==> src/tmra_consts.svh <==
// Constants of the general timer channel: register offsets, field positions,
// reset values and prescaler ratios. Included by the design files.
`ifndef TMRA_CONSTS_SVH
`define TMRA_CONSTS_SVH

// Register byte offsets
`define TMRA_OFF_START   8'h00
`define TMRA_OFF_MODE    8'h04
`define TMRA_OFF_COUNT   8'h08
`define TMRA_OFF_EVSEL   8'h0c
`define TMRA_OFF_STATUS  8'h10

// Mode register fields
`define TMRA_MODE_OP_LSB     0
`define TMRA_MODE_PULSE_BIT  2
`define TMRA_MODE_CLK_LSB    3
`define TMRA_MODE_DIRSRC_BIT 5
`define TMRA_MODE_FREE_BIT   6
`define TMRA_MODE_UP_BIT     7
`define TMRA_MODE_PDIR_BIT   8
`define TMRA_MODE_PDAT_BIT   9
`define TMRA_MODE_WIDTH      10

// Reset values
`define TMRA_RST_MODE    10'h000
`define TMRA_RST_COUNT   16'h0000
`define TMRA_RST_EVSEL   2'h0

// Prescaler ratios and terminal count
`define TMRA_DIV8        8
`define TMRA_DIV32       32
`define TMRA_MAX_COUNT   16'hffff

// Bus responses
`define TMRA_RESP_OKAY   2'h0
`define TMRA_RESP_SLVERR 2'h2

`endif

==> src/tmra_pkg.sv <==
// Types of the general timer channel.
// Assumes nothing of its surroundings.
package tmra_pkg;

	typedef enum logic [1:0] {
		TMRA_OP_TIMER,
		TMRA_OP_EVENT,
		TMRA_OP_ONESHOT,
		TMRA_OP_PWM
	} tmra_op_t;

	typedef enum logic [1:0] {
		TMRA_CLK_UNDIV,
		TMRA_CLK_DIV8,
		TMRA_CLK_DIV32,
		TMRA_CLK_SPARE
	} tmra_clk_t;

	typedef enum logic [1:0] {
		TMRA_EV_NONE,
		TMRA_EV_B_THIRD,
		TMRA_EV_FIFTH_A,
		TMRA_EV_SECOND_A
	} tmra_ev_t;

endpackage

==> src/tmra_prescaler.sv <==
// Prescaler: one-cycle ticks of the undivided, divide-by-8 and divide-by-32 clocks.
// Assumes one system clock with synchronous active-low reset.
`timescale 1ns/1ps
`default_nettype none
`include "tmra_consts.svh"

module tmra_prescaler #(
	parameter int DIV8  = `TMRA_DIV8,
	parameter int DIV32 = `TMRA_DIV32
) (
	// Clock and reset
	input  wire logic aclk,
	input  wire logic aresetn,
	// Ticks
	output logic      undivided_clock,
	output logic      div8_clock,
	output logic      div32_clock
);

	logic [$clog2(DIV32)-1:0] div_reg;

	always_ff @(posedge aclk) begin
		if (!aresetn) begin
			div_reg <= '0;
		end else begin
			div_reg <= div_reg + 1'b1;
		end
	end

	always_ff @(posedge aclk) begin
		if (!aresetn) begin
			undivided_clock <= 1'b0;
			div8_clock      <= 1'b0;
			div32_clock     <= 1'b0;
		end else begin
			undivided_clock <= 1'b1;
			div8_clock      <= (div_reg % DIV8) == (DIV8 - 1);
			div32_clock     <= div_reg == $bits(div_reg)'(DIV32 - 1);
		end
	end

endmodule
`default_nettype wire

==> src/tmra_timer.sv <==
// General 16-bit timer channel, timer and event counter modes, AXI4-Lite registers.
// Assumes neighbouring overflow events are one-cycle pulses on aclk.
// Notes on behaviour
// - Timer mode counts undivided, div8 or div32
// - Timer mode decrements, reloads on underflow
// - Down underflow rate is source over n+1
// - Count only while start flag is 1
// - Timer mode requests interrupt on underflow
// - Count register read returns live counter
// - Write while stopped loads reload and counter
// - Write while running loads reload only
// - Timer mode pulse output toggles on underflow
// - Event mode counts selected timer overflow
// - Direction chosen by pin or software
// - Event mode reloads on wrap unless free-run
// - Up overflow rate is events over FFFF-n+1
// - Event mode interrupts on overflow or underflow
// - Free-run wraps without reloading
// - Event mode pulse output toggles on wrap
// - Pin is port, pulse output or direction
// - Event select 01 B, 10 fifth, 11 second
// - Mode field 01 selects event counter
// - Pulse enable 1 drives pin, 0 port
//
// Chosen here: the AXI4-Lite slave port and the register addresses.
`timescale 1ns/1ps
`default_nettype none
`include "tmra_consts.svh"

module tmra_timer #(
	parameter int WIDTH = 16
) (
	// Clock and reset
	input  wire logic        aclk,
	input  wire logic        aresetn,
	// AXI4-Lite write address
	input  wire logic [7:0]  s_axi_awaddr,
	input  wire logic [2:0]  s_axi_awprot,
	input  wire logic        s_axi_awvalid,
	output logic             s_axi_awready,
	// AXI4-Lite write data
	input  wire logic [31:0] s_axi_wdata,
	input  wire logic [3:0]  s_axi_wstrb,
	input  wire logic        s_axi_wvalid,
	output logic             s_axi_wready,
	// AXI4-Lite write response
	output logic [1:0]       s_axi_bresp,
	output logic             s_axi_bvalid,
	input  wire logic        s_axi_bready,
	// AXI4-Lite read address
	input  wire logic [7:0]  s_axi_araddr,
	input  wire logic [2:0]  s_axi_arprot,
	input  wire logic        s_axi_arvalid,
	output logic             s_axi_arready,
	// AXI4-Lite read data
	output logic [31:0]      s_axi_rdata,
	output logic [1:0]       s_axi_rresp,
	output logic             s_axi_rvalid,
	input  wire logic        s_axi_rready,
	// Overflow events of other timers
	input  wire logic        b_group_third_timer,
	input  wire logic        neighbour_timer_low,
	input  wire logic        neighbour_timer_high,
	// Timer pin
	input  wire logic        timer_toggle_pin_in,
	output logic             timer_toggle_pin_out,
	output logic             timer_toggle_pin_oe_n,
	// Interrupt request
	output logic             irq_request
);

	// Register state
	logic                            start_reg;
	logic [`TMRA_MODE_WIDTH-1:0]     mode_reg;
	logic [WIDTH-1:0]                reload_reg;
	logic [WIDTH-1:0]                count_reg;
	logic [1:0]                      evsel_reg;
	logic                            toggle_reg;
	logic                            pin_sync1_reg;
	logic                            pin_sync2_reg;

	// Bus state
	logic                            aw_have_reg;
	logic [7:0]                      aw_addr_reg;
	logic                            w_have_reg;
	logic [31:0]                     w_data_reg;
	logic [3:0]                      w_strb_reg;
	logic                            wr_fire;

	// Decoded fields
	tmra_pkg::tmra_op_t              op_mode;
	tmra_pkg::tmra_clk_t             clk_sel;
	tmra_pkg::tmra_ev_t              ev_sel;
	logic                            pulse_en;
	logic                            dir_from_pin;
	logic                            free_run;
	logic                            count_up;

	// Count source
	logic                            undivided_clock;
	logic                            div8_clock;
	logic                            div32_clock;
	logic                            src_tick;
	logic                            step;
	logic                            at_terminal;
	logic                            wrap;
	logic [WIDTH-1:0]                count_next;

	// Register index for a byte address; 3'h7 means unmapped
	function automatic logic [2:0] reg_index(input logic [7:0] addr);
		case (addr)
			`TMRA_OFF_START:  reg_index = 3'h0;
			`TMRA_OFF_MODE:   reg_index = 3'h1;
			`TMRA_OFF_COUNT:  reg_index = 3'h2;
			`TMRA_OFF_EVSEL:  reg_index = 3'h3;
			`TMRA_OFF_STATUS: reg_index = 3'h4;
			default:          reg_index = 3'h7;
		endcase
	endfunction

	// Byte-lane merge of a write into an old value
	function automatic logic [31:0] merge(input logic [31:0] old_val,
		input logic [31:0] new_val, input logic [3:0] strb);
		for (int i = 0; i < 4; i++) begin
			merge[i*8 +: 8] = strb[i] ? new_val[i*8 +: 8] : old_val[i*8 +: 8];
		end
	endfunction

	tmra_prescaler u_prescaler (
		.aclk            (aclk),
		.aresetn         (aresetn),
		.undivided_clock (undivided_clock),
		.div8_clock      (div8_clock),
		.div32_clock     (div32_clock)
	);

	// Field decode
	assign op_mode      = tmra_pkg::tmra_op_t'(mode_reg[`TMRA_MODE_OP_LSB +: 2]);
	assign clk_sel      = tmra_pkg::tmra_clk_t'(mode_reg[`TMRA_MODE_CLK_LSB +: 2]);
	assign ev_sel       = tmra_pkg::tmra_ev_t'(evsel_reg);
	assign pulse_en     = mode_reg[`TMRA_MODE_PULSE_BIT];
	assign dir_from_pin = mode_reg[`TMRA_MODE_DIRSRC_BIT];
	assign free_run     = mode_reg[`TMRA_MODE_FREE_BIT];

	// Direction: timer mode always down, event mode from pin or software
	always_comb begin
		if (op_mode != tmra_pkg::TMRA_OP_EVENT) begin
			count_up = 1'b0;
		end else if (dir_from_pin && !pulse_en) begin
			count_up = pin_sync2_reg;
		end else begin
			count_up = mode_reg[`TMRA_MODE_UP_BIT];
		end
	end

	// Count source selection
	always_comb begin
		src_tick = 1'b0;
		case (op_mode)
			tmra_pkg::TMRA_OP_TIMER: begin
				case (clk_sel)
					tmra_pkg::TMRA_CLK_UNDIV: src_tick = undivided_clock;
					tmra_pkg::TMRA_CLK_DIV8:  src_tick = div8_clock;
					default:                  src_tick = div32_clock;
				endcase
			end
			tmra_pkg::TMRA_OP_EVENT: begin
				case (ev_sel)
					tmra_pkg::TMRA_EV_B_THIRD:  src_tick = b_group_third_timer;
					tmra_pkg::TMRA_EV_FIFTH_A:  src_tick = neighbour_timer_low;
					tmra_pkg::TMRA_EV_SECOND_A: src_tick = neighbour_timer_high;
					default:                    src_tick = 1'b0;
				endcase
			end
			default: src_tick = 1'b0;
		endcase
	end

	assign step        = start_reg && src_tick;
	assign at_terminal = count_up ? (count_reg == `TMRA_MAX_COUNT) : (count_reg == '0);
	assign wrap        = step && at_terminal;

	// Next counter value on a source tick
	always_comb begin
		if (!at_terminal) begin
			count_next = count_up ? count_reg + 1'b1 : count_reg - 1'b1;
		end else if (op_mode == tmra_pkg::TMRA_OP_EVENT && free_run) begin
			count_next = count_up ? '0 : `TMRA_MAX_COUNT;
		end else begin
			count_next = reload_reg;
		end
	end

	// Counter
	always_ff @(posedge aclk) begin
		if (!aresetn) begin
			count_reg <= `TMRA_RST_COUNT;
		end else if (wr_fire && reg_index(aw_addr_reg) == 3'h2 && !start_reg) begin
			count_reg <= WIDTH'(merge({16'h0000, count_reg}, w_data_reg, w_strb_reg));
		end else if (step) begin
			count_reg <= count_next;
		end
	end

	// Reload register takes every count write
	always_ff @(posedge aclk) begin
		if (!aresetn) begin
			reload_reg <= `TMRA_RST_COUNT;
		end else if (wr_fire && reg_index(aw_addr_reg) == 3'h2) begin
			reload_reg <= WIDTH'(merge({16'h0000, reload_reg}, w_data_reg, w_strb_reg));
		end
	end

	// Interrupt request pulse
	always_ff @(posedge aclk) begin
		if (!aresetn) begin
			irq_request <= 1'b0;
		end else begin
			irq_request <= wrap;
		end
	end

	// Pulse output level
	always_ff @(posedge aclk) begin
		if (!aresetn) begin
			toggle_reg <= 1'b0;
		end else if (wrap && pulse_en) begin
			toggle_reg <= ~toggle_reg;
		end
	end

	// Pin input synchroniser
	always_ff @(posedge aclk) begin
		if (!aresetn) begin
			pin_sync1_reg <= 1'b0;
			pin_sync2_reg <= 1'b0;
		end else begin
			pin_sync1_reg <= timer_toggle_pin_in;
			pin_sync2_reg <= pin_sync1_reg;
		end
	end

	// Pin function: pulse output, direction input or general port
	always_comb begin
		if (pulse_en) begin
			timer_toggle_pin_oe_n = 1'b0;
			timer_toggle_pin_out  = toggle_reg;
		end else if (op_mode == tmra_pkg::TMRA_OP_EVENT && dir_from_pin) begin
			timer_toggle_pin_oe_n = 1'b1;
			timer_toggle_pin_out  = 1'b0;
		end else begin
			timer_toggle_pin_oe_n = ~mode_reg[`TMRA_MODE_PDIR_BIT];
			timer_toggle_pin_out  = mode_reg[`TMRA_MODE_PDAT_BIT];
		end
	end

	// Control registers
	always_ff @(posedge aclk) begin
		if (!aresetn) begin
			start_reg <= 1'b0;
			mode_reg  <= `TMRA_RST_MODE;
			evsel_reg <= `TMRA_RST_EVSEL;
		end else if (wr_fire) begin
			case (reg_index(aw_addr_reg))
				3'h0: start_reg <= w_strb_reg[0] ? w_data_reg[0] : start_reg;
				3'h1: mode_reg  <= `TMRA_MODE_WIDTH'(merge({22'h000000, mode_reg},
					w_data_reg, w_strb_reg));
				3'h3: evsel_reg <= w_strb_reg[0] ? w_data_reg[1:0] : evsel_reg;
				default: start_reg <= start_reg;
			endcase
		end
	end

	// Write address and data capture, either order
	assign s_axi_awready = !aw_have_reg && !s_axi_bvalid;
	assign s_axi_wready  = !w_have_reg && !s_axi_bvalid;
	assign wr_fire       = aw_have_reg && w_have_reg;

	always_ff @(posedge aclk) begin
		if (!aresetn) begin
			aw_have_reg <= 1'b0;
			aw_addr_reg <= 8'h00;
		end else if (s_axi_awvalid && s_axi_awready) begin
			aw_have_reg <= 1'b1;
			aw_addr_reg <= s_axi_awaddr;
		end else if (wr_fire) begin
			aw_have_reg <= 1'b0;
		end
	end

	always_ff @(posedge aclk) begin
		if (!aresetn) begin
			w_have_reg <= 1'b0;
			w_data_reg <= 32'h00000000;
			w_strb_reg <= 4'h0;
		end else if (s_axi_wvalid && s_axi_wready) begin
			w_have_reg <= 1'b1;
			w_data_reg <= s_axi_wdata;
			w_strb_reg <= s_axi_wstrb;
		end else if (wr_fire) begin
			w_have_reg <= 1'b0;
		end
	end

	// Write response
	always_ff @(posedge aclk) begin
		if (!aresetn) begin
			s_axi_bvalid <= 1'b0;
			s_axi_bresp  <= `TMRA_RESP_OKAY;
		end else if (wr_fire) begin
			s_axi_bvalid <= 1'b1;
			s_axi_bresp  <= (reg_index(aw_addr_reg) == 3'h7) ? `TMRA_RESP_SLVERR
				: `TMRA_RESP_OKAY;
		end else if (s_axi_bready) begin
			s_axi_bvalid <= 1'b0;
		end
	end

	// Read channel
	assign s_axi_arready = !s_axi_rvalid;

	always_ff @(posedge aclk) begin
		if (!aresetn) begin
			s_axi_rvalid <= 1'b0;
			s_axi_rdata  <= 32'h00000000;
			s_axi_rresp  <= `TMRA_RESP_OKAY;
		end else if (s_axi_arvalid && s_axi_arready) begin
			s_axi_rvalid <= 1'b1;
			s_axi_rresp  <= `TMRA_RESP_OKAY;
			case (reg_index(s_axi_araddr))
				3'h0: s_axi_rdata <= {31'h00000000, start_reg};
				3'h1: s_axi_rdata <= {22'h000000, mode_reg};
				3'h2: s_axi_rdata <= {16'h0000, count_reg};
				3'h3: s_axi_rdata <= {30'h00000000, evsel_reg};
				3'h4: s_axi_rdata <= {29'h00000000, count_up, toggle_reg, pin_sync2_reg};
				default: begin
					s_axi_rdata <= 32'h00000000;
					s_axi_rresp <= `TMRA_RESP_SLVERR;
				end
			endcase
		end else if (s_axi_rready) begin
			s_axi_rvalid <= 1'b0;
		end
	end

endmodule
`default_nettype wire

==> config.mk <==
export PLATFORM = sky130hd
export DESIGN_NAME = tmra_timer
export DESIGN_NICKNAME = d
export VERILOG_FILES = /design/src/tmra_pkg.sv /design/src/tmra_prescaler.sv /design/src/tmra_timer.sv
export VERILOG_INCLUDE_DIRS = /design/src /design/src/src
export SDC_FILE = /design/constraint.sdc
export NUM_CORES = 1
export LEC_CHECK = 0
export BUFFER_PORTS_ARGS = -buffer_cell sky130_fd_sc_hd__clkbuf_2
export CAP_MARGIN = 5
export CORE_ASPECT_RATIO = 0.6
export CORE_UTILIZATION = 50
export DETAILED_ROUTE_END_ITERATION = 10
export PLACE_DENSITY = 0.88
export SLEW_MARGIN = 20
export SYNTH_ARGS = -nofsm -noshare
export SYNTH_HDL_FRONTEND = slang
export SYNTH_HIERARCHICAL = 1
export SYNTH_SLANG_ARGS = --single-unit
export TNS_END_PERCENT = 50
==> constraint.sdc <==
create_clock -name aclk -period 2.9 [get_ports aclk]
set_input_delay 0.29 -clock aclk [delete_from_list [all_inputs] [get_ports aclk]]
set_output_delay 0.29 -clock aclk [all_outputs]
set_load 0.005 [all_outputs]
==> flow_summary.ini, run 1 <==
[status]
outcome = complete, no violations

[sta]
slew_violations = 0
worst_slew_margin_rel_pct = 54.00
period_needed_ns = 2.768
setup_viol = 0
finalCritPeriodShare_pct = 95.45
worst_pin_slew_ns = 0.6900
setup_ws_ns = 0.1319
fmax_ghz = 0.3613
finalClockSkew_ns = 0.009953
hold_viol = 0
rsz0062_at_grt = true

[global_route]
grt_pass1_wl_mm = 21.60
grt_pass1_vias = 4168
antenna_found_initial = 0
grt_max_degree = 56
grt_usage_pct = 24.44
grt-ovfl-total = 0

[floorplanning]
core_sq_um = 10630
dieArea_sq_um = 11400
rows = 29
num_io_pins = 113
die_w_microns = 137.2
die_h_microns = 83.12
initial_utilization_pct = 51.57

[cts]
clk_latency_ns = 0.36
cts_htree_levels = 3
cts_sinks = 105
cts_tree = yes
cts_buffers = 9
clockBufferDepth = 2
clkTransAtPathRegs_ns = 0.07
root_buffer = clkbuf_16

[layout]
num_antenna_cells = 0
mostFrequentLayoutCells = nand2_1 (119), dfxtp_1 (105), clkbuf_2 (70)
drive_gt1_share_pct = 17.43
design_area_sq_um = 6305
final_util_pct = 59.30
nFillCells = 948
area_growth_pct = 14.99
fin_nets = 807
final_common_cell = nand2_1

[synth]
ys_seq_elements = 105
synthCells = 648
synthAdderAreaFrac_pct = 4.701
synth-simple-area-share_pct = 22.98
synth.cell_area_sq_um = 5483
synth_compound_area_share_pct = 20.79
ys_warn_count = 6
async_flop_share_pct = 0
avgSynthCellArea_sq_um = 8.461
synth_ff_type = dfxtp_1
synth_top_family_by_area = simple AND/OR/NAND/NOR gates
synth_cell_types = 58
synth_seq_area_share_pct = 38.34
synthXorXnorAreaFrac_pct = 2.396
synth_edf_count = 0
synthMuxAreaShare_pct = 5.135

[power]
peakVddDrop_mv = 0.3132
powerDensity_nw_per_um2 = 457.1
p_leak_nw = 2.566
finalPower_mw = 2.882

[route]
ant_nets = 0
via_per_inst = 5.596
num_vias = 4824
remaining_drc_errors = 0
drt_iter0_drc = 524
dr.pass1.iters = 5
wire_per_inst_microns = 15.77
wl_mm = 13.59

[worst_setup_path]
cp.arrival_ns = 3.05
crit_path_start_kind = flip-flop
worst_setup_path_end_kind = flip-flop
cp.required_ns = 3.18
r2r_setup_slack_ns = 0.13
path_cells = nor2b_4, mux2i_4, nor2_4, buf_4, fa_1, nand2b_4, a21oi_2, buf_4, nor4_1, a21oi_1, xor2_1, a21oi_1, o21bai_1
path_max_fanout = 6
crit_path_max_incr_delay_ns = 0.42
critPathSlowestCell = fa_1
crit_type = reg -> reg

[placement]
postPlaceCellArea_sq_um = 5931
place_hpwl_mm = 10.13
place_ws_ns = 0.02096
place_congestion = 0.9629
io_buffer_count = 70

[min_path]
min_path_type = in -> reg

[job]
maxCapViolations = 0
[cells in the mapped netlist (2+ instances only)]
cell       number  area (sq um)
nand3_1        17         85.08
o21ai_0        30         150.1
a221oi_1        5         43.79
o22ai_1         2         12.51
a31oi_1         7         43.79
nand4_1         6         37.54
buf_4          19         142.6
dfxtp_1       105          2102
a2111oi_0       2         17.52
ha_1           19         237.7
mux2i_1        27         270.3
xor2_1          8         70.07
a21oi_1        24         120.1
a22oi_1         9         67.56
and3_1          6         37.54
buf_2           8         40.04
nor3_1          2         10.01
nor4_1          6         37.54
a211o_1         3         26.28
inv_1           8         30.03
nor2_1         24         90.09
nand3b_1        3         22.52
o211a_1         3         30.03
a21o_1          4         30.03
o221ai_1       11         96.34
a21boi_0       43         322.8
o211ai_1        3         22.52
clkbuf_1       22         82.58
a211oi_1        7         52.55
nand2_1       119         446.7
and2_1         24         150.1
o21bai_1        2         15.01
nand2b_1        9         56.30
nor2b_1        30         187.7
xnor2_1         7         61.31
or3_1           2         12.51
[power breakdown]
group	switching [mW]	total, mW	internal [mW]
registers	0.0423	1.52	1.48
clock network	0.577	1.18	0.603
logic	0.103	0.183	0.0792
total	0.723	2.88	2.16
[routing by layer]
| metal | up-vias | GRT usage, % | part of all wire [%] | wire length, microns |
|---|---|---|---|---|
| met5 | - | 0 | 0 | 0 |
| met4 | 0 | 3.896 | 0.51 | 69 |
| met3 | 9 | 7.326 | 10 | 1412 |
| met2 | 224 | 30.85 | 37 | 5034 |
| met1 | 2192 | 39.77 | 52 | 7076 |
| li1 | 2399 | - | - | - |
[path summary, 6_finish.rpt]
kind	start	to	cells past startpoint
worst max-delay path	mode_reg[5]$_SDFFE_PN0P_	count_reg[8]$_SDFFE_PN0P_	13
worst min-delay path	timer_toggle_pin_in	pin_sync1_reg$_SDFF_PN0_	2
worst max register to register	mode_reg[5]$_SDFFE_PN0P_	count_reg[8]$_SDFFE_PN0P_	13
worst min register to register	pin_sync1_reg$_SDFF_PN0_	pin_sync2_reg$_SDFF_PN0_	1
[worst max-delay path: cells and delay by family, from the launching register on]
kind            cells  cell delay [ns]
compound gates      4             0.63
flops               1             0.35
fa+ha+maj           1             0.42
buf+inv             2             0.31
simple gates        4             0.47
xor+xnor            1             0.23
mux                 1             0.28
[logic make-up (layout without fill, tap and decap cells)]
family,count (synthesis),count (layout)
AO/OA/AOI/OAI,165,165
XOR/XNOR,15,15
adder cells (fa/ha/maj),20,20
buffers and inverters,58,116
flip-flops,105,105
multiplexers,28,28
other,1,18
AND/OR/NAND/NOR,256,256
[final cells by class]
class,instances,area [sq um],area share [%]
clock buffers,10,229.0,3.632
clock inverters,6,56.30,0.8930
inverters,8,30.03,0.4763
multi-input cells,502,3198,50.72
flip-flops and latches,105,2102,33.34
well taps,139,173.9,2.758
repair buffers,91,508.0,8.057
repair inverters,1,7.507,0.1191
[stage by stage]
step | cells | hold WS [ns] | setup TNS, ns
5_1_grt | 862 | 0.1437 | -0.06398
3_5_place_dp | 842 | 0.4243 | 0
3_3_place_gp | 842 | 0.4160 | 0
6_report | 862 | 0.1441 | 0
2_1_floorplan | 665 | 0.3177 | 0
4_1_cts | 858 | 0.1427 | 0
[repair_timing]
action	CTS	global route
resized for setup	0	18
endpoints found under the setup margin	0	9
setup buffers	0	3
hold buffers	0	0
Note: power is estimated with default switching activity, not from simulation.
==> inputs of run 2 (changes only) <==
--- a/config.mk
+++ b/config.mk
@@ -8,7 +8,6 @@
 export LEC_CHECK = 0
 export BUFFER_PORTS_ARGS = -buffer_cell sky130_fd_sc_hd__clkbuf_2
 export CAP_MARGIN = 5
-export CORE_ASPECT_RATIO = 0.6
 export CORE_UTILIZATION = 50
 export DETAILED_ROUTE_END_ITERATION = 10
 export PLACE_DENSITY = 0.88
==> run 2 against run 1 <==
Against the previous run: non-clock buffer count did not move; cell count fell by 0.46%; clock-buffer cell count did not move; largest cell class unchanged; combinational power barely moved; first-iteration DRC count fell by 22%; utilization fell by 0.50 points.
==> flow_summary.ini, run 2 (synthesis gave the netlist of run 1 again) <==
[floorplanning]
core_sq_um = 10460
die_w_microns = 106.7
dieArea_sq_um = 11390
die_h_microns = 106.7
num_io_pins = 113
rows = 37
initial_utilization_pct = 52.40

[layout]
drive_gt1_share_pct = 16.48
final_util_pct = 58.80
fin_nets = 806
design_area_sq_um = 6152
mostFrequentLayoutCells = nand2_1 (119), dfxtp_1 (105), clkbuf_2 (70)
final_common_cell = nand2_1
area_growth_pct = 12.21
num_antenna_cells = 0

[sta]
final.setup.tns_ns = 0
holdWs_ns = 0.1103
rsz0062_at_grt = false
period_needed_ns = 2.821
worst_slew_margin_rel_pct = 50.46
slew_violations = 0
finalCritPeriodShare_pct = 97.27
fmax_ghz = 0.3545
finalClockSkew_ns = 0.01859
setup_ws_ns = 0.07920
hold_viol = 0
worst_pin_slew_ns = 0.7432
setup_viol = 0

[power]
p_leak_nw = 2.505
peakVddDrop_mv = 0.3009
powerDensity_nw_per_um2 = 418.8

[worst_setup_path]
cp.arrival_ns = 3.12
path_cells = nor2b_2, mux2i_1, nor2_2, buf_4, fa_1, nand2b_1, a21oi_2, o21ai_1, a31oi_1, xnor2_1, a211o_1, o221ai_1
crit_type = reg -> reg
crit_path_max_incr_delay_ns = 0.40
worst_setup_path_end_kind = flip-flop
cp.required_ns = 3.20
critPathSlowestCell = fa_1
crit_path_start_kind = flip-flop
path_max_fanout = 3

[route]
ant_nets = 0
num_vias = 4878
dr.pass1.iters = 6
remaining_drc_errors = 0
wl_mm = 13.33
drt_iter0_drc = 411
wire_per_inst_microns = 15.54
via_per_inst = 5.685

[global_route]
grt-ovfl-total = 0
grt_max_degree = 46
antenna_found_initial = 0
grt_pass1_wl_mm = 21.96
grt_pass1_vias = 4471
grt_usage_pct = 24.18

[cts]
cts_htree_levels = 3
cts_buffers = 9
cts_tree = yes
clockBufferDepth = 2
ctsHoldBuffers = 0
clk_latency_ns = 0.38
clkTransAtPathRegs_ns = 0.10
root_buffer = clkbuf_8
cts_sinks = 105

[placement]
place_congestion = 0.8768
postPlaceCellArea_sq_um = 5927
place_ws_ns = -0.07559
place_hpwl_mm = 10.09
io_buffer_count = 70

[job]
maxCapViolations = 0

[min_path]
min_path_type = in -> reg

[status]
outcome = complete, no violations
run 2: cell types whose count changed in the layout (fill, tap and decap cells not counted), sizes merged:
cell and change:
clkinv +1, clkinvlp -1, inv -1
run 2: path summary, 6_finish.rpt:
check,endpoint,depth (start not counted),slack [ns],startpoint
max,count_reg[12]$_SDFFE_PN0P_,12,0.08,mode_reg[5]$_SDFFE_PN0P_
max reg2reg,count_reg[12]$_SDFFE_PN0P_,12,0.08,mode_reg[5]$_SDFFE_PN0P_
min reg2reg,pin_sync2_reg$_SDFF_PN0_,1,0.44,pin_sync1_reg$_SDFF_PN0_
min,pin_sync1_reg$_SDFF_PN0_,2,0.11,timer_toggle_pin_in
run 2: what timing repair did:
item,CTS,global route
hold endpoints to repair,0,0
gates resized for setup,2,6
pin swaps,0,3
endpoints found under the setup margin,5,8
buffers inserted,0,3
run 2: metrics by stage:
step | instances | power, mW
4_1_cts | 855 | 2.580
2_1_floorplan | 665 | 1.675
5_1_grt | 858 | 2.670
3_3_place_gp | 839 | 1.721
6_report | 858 | 2.576
3_5_place_dp | 839 | 1.732
run 2: worst max-delay path: cells and delay by family (launching register included):
family | cells | cell delay (ns)
AOI/OAI and AO/OA | 5 | 0.97
xor gates and xnor gates | 1 | 0.13
adders and majority gates | 1 | 0.40
buffers and inverters | 1 | 0.15
DFF | 1 | 0.35
muxes | 1 | 0.28
and+or+nand+nor | 3 | 0.47
run 2: power by group:
group / total, mW / internal, mW / switching [mW] / leakage [nW]
Sequential: 1.52 / 1.48 / 0.0375 / 0.852
Clock: 0.877 / 0.334 / 0.543 / 0.0922
Combinational: 0.184 / 0.0797 / 0.104 / 1.56
Total: 2.58 / 1.89 / 0.685 / 2.51
run 2: metal layers:
metal	vias up	track usage (%)	routed length, microns	share of wire, %
met5	-	0	0	0
met4	0	5.186	92	0.69
met3	10	4.742	922	6.9
met2	190	40.97	6316	47
met1	2285	31.82	5999	45
li1	2393	-	-	-
run 2: area by class of cell:
cell class / instances / area (sq um)
timing repair buffer: 91 / 508.0
multi-input combinational: 502 / 3151
fill: 944 / 4310
clock buffer: 10 / 127.6
inverter: 8 / 32.53
clock inverter: 6 / 61.31
sequential: 105 / 2102
tap: 136 / 170.2
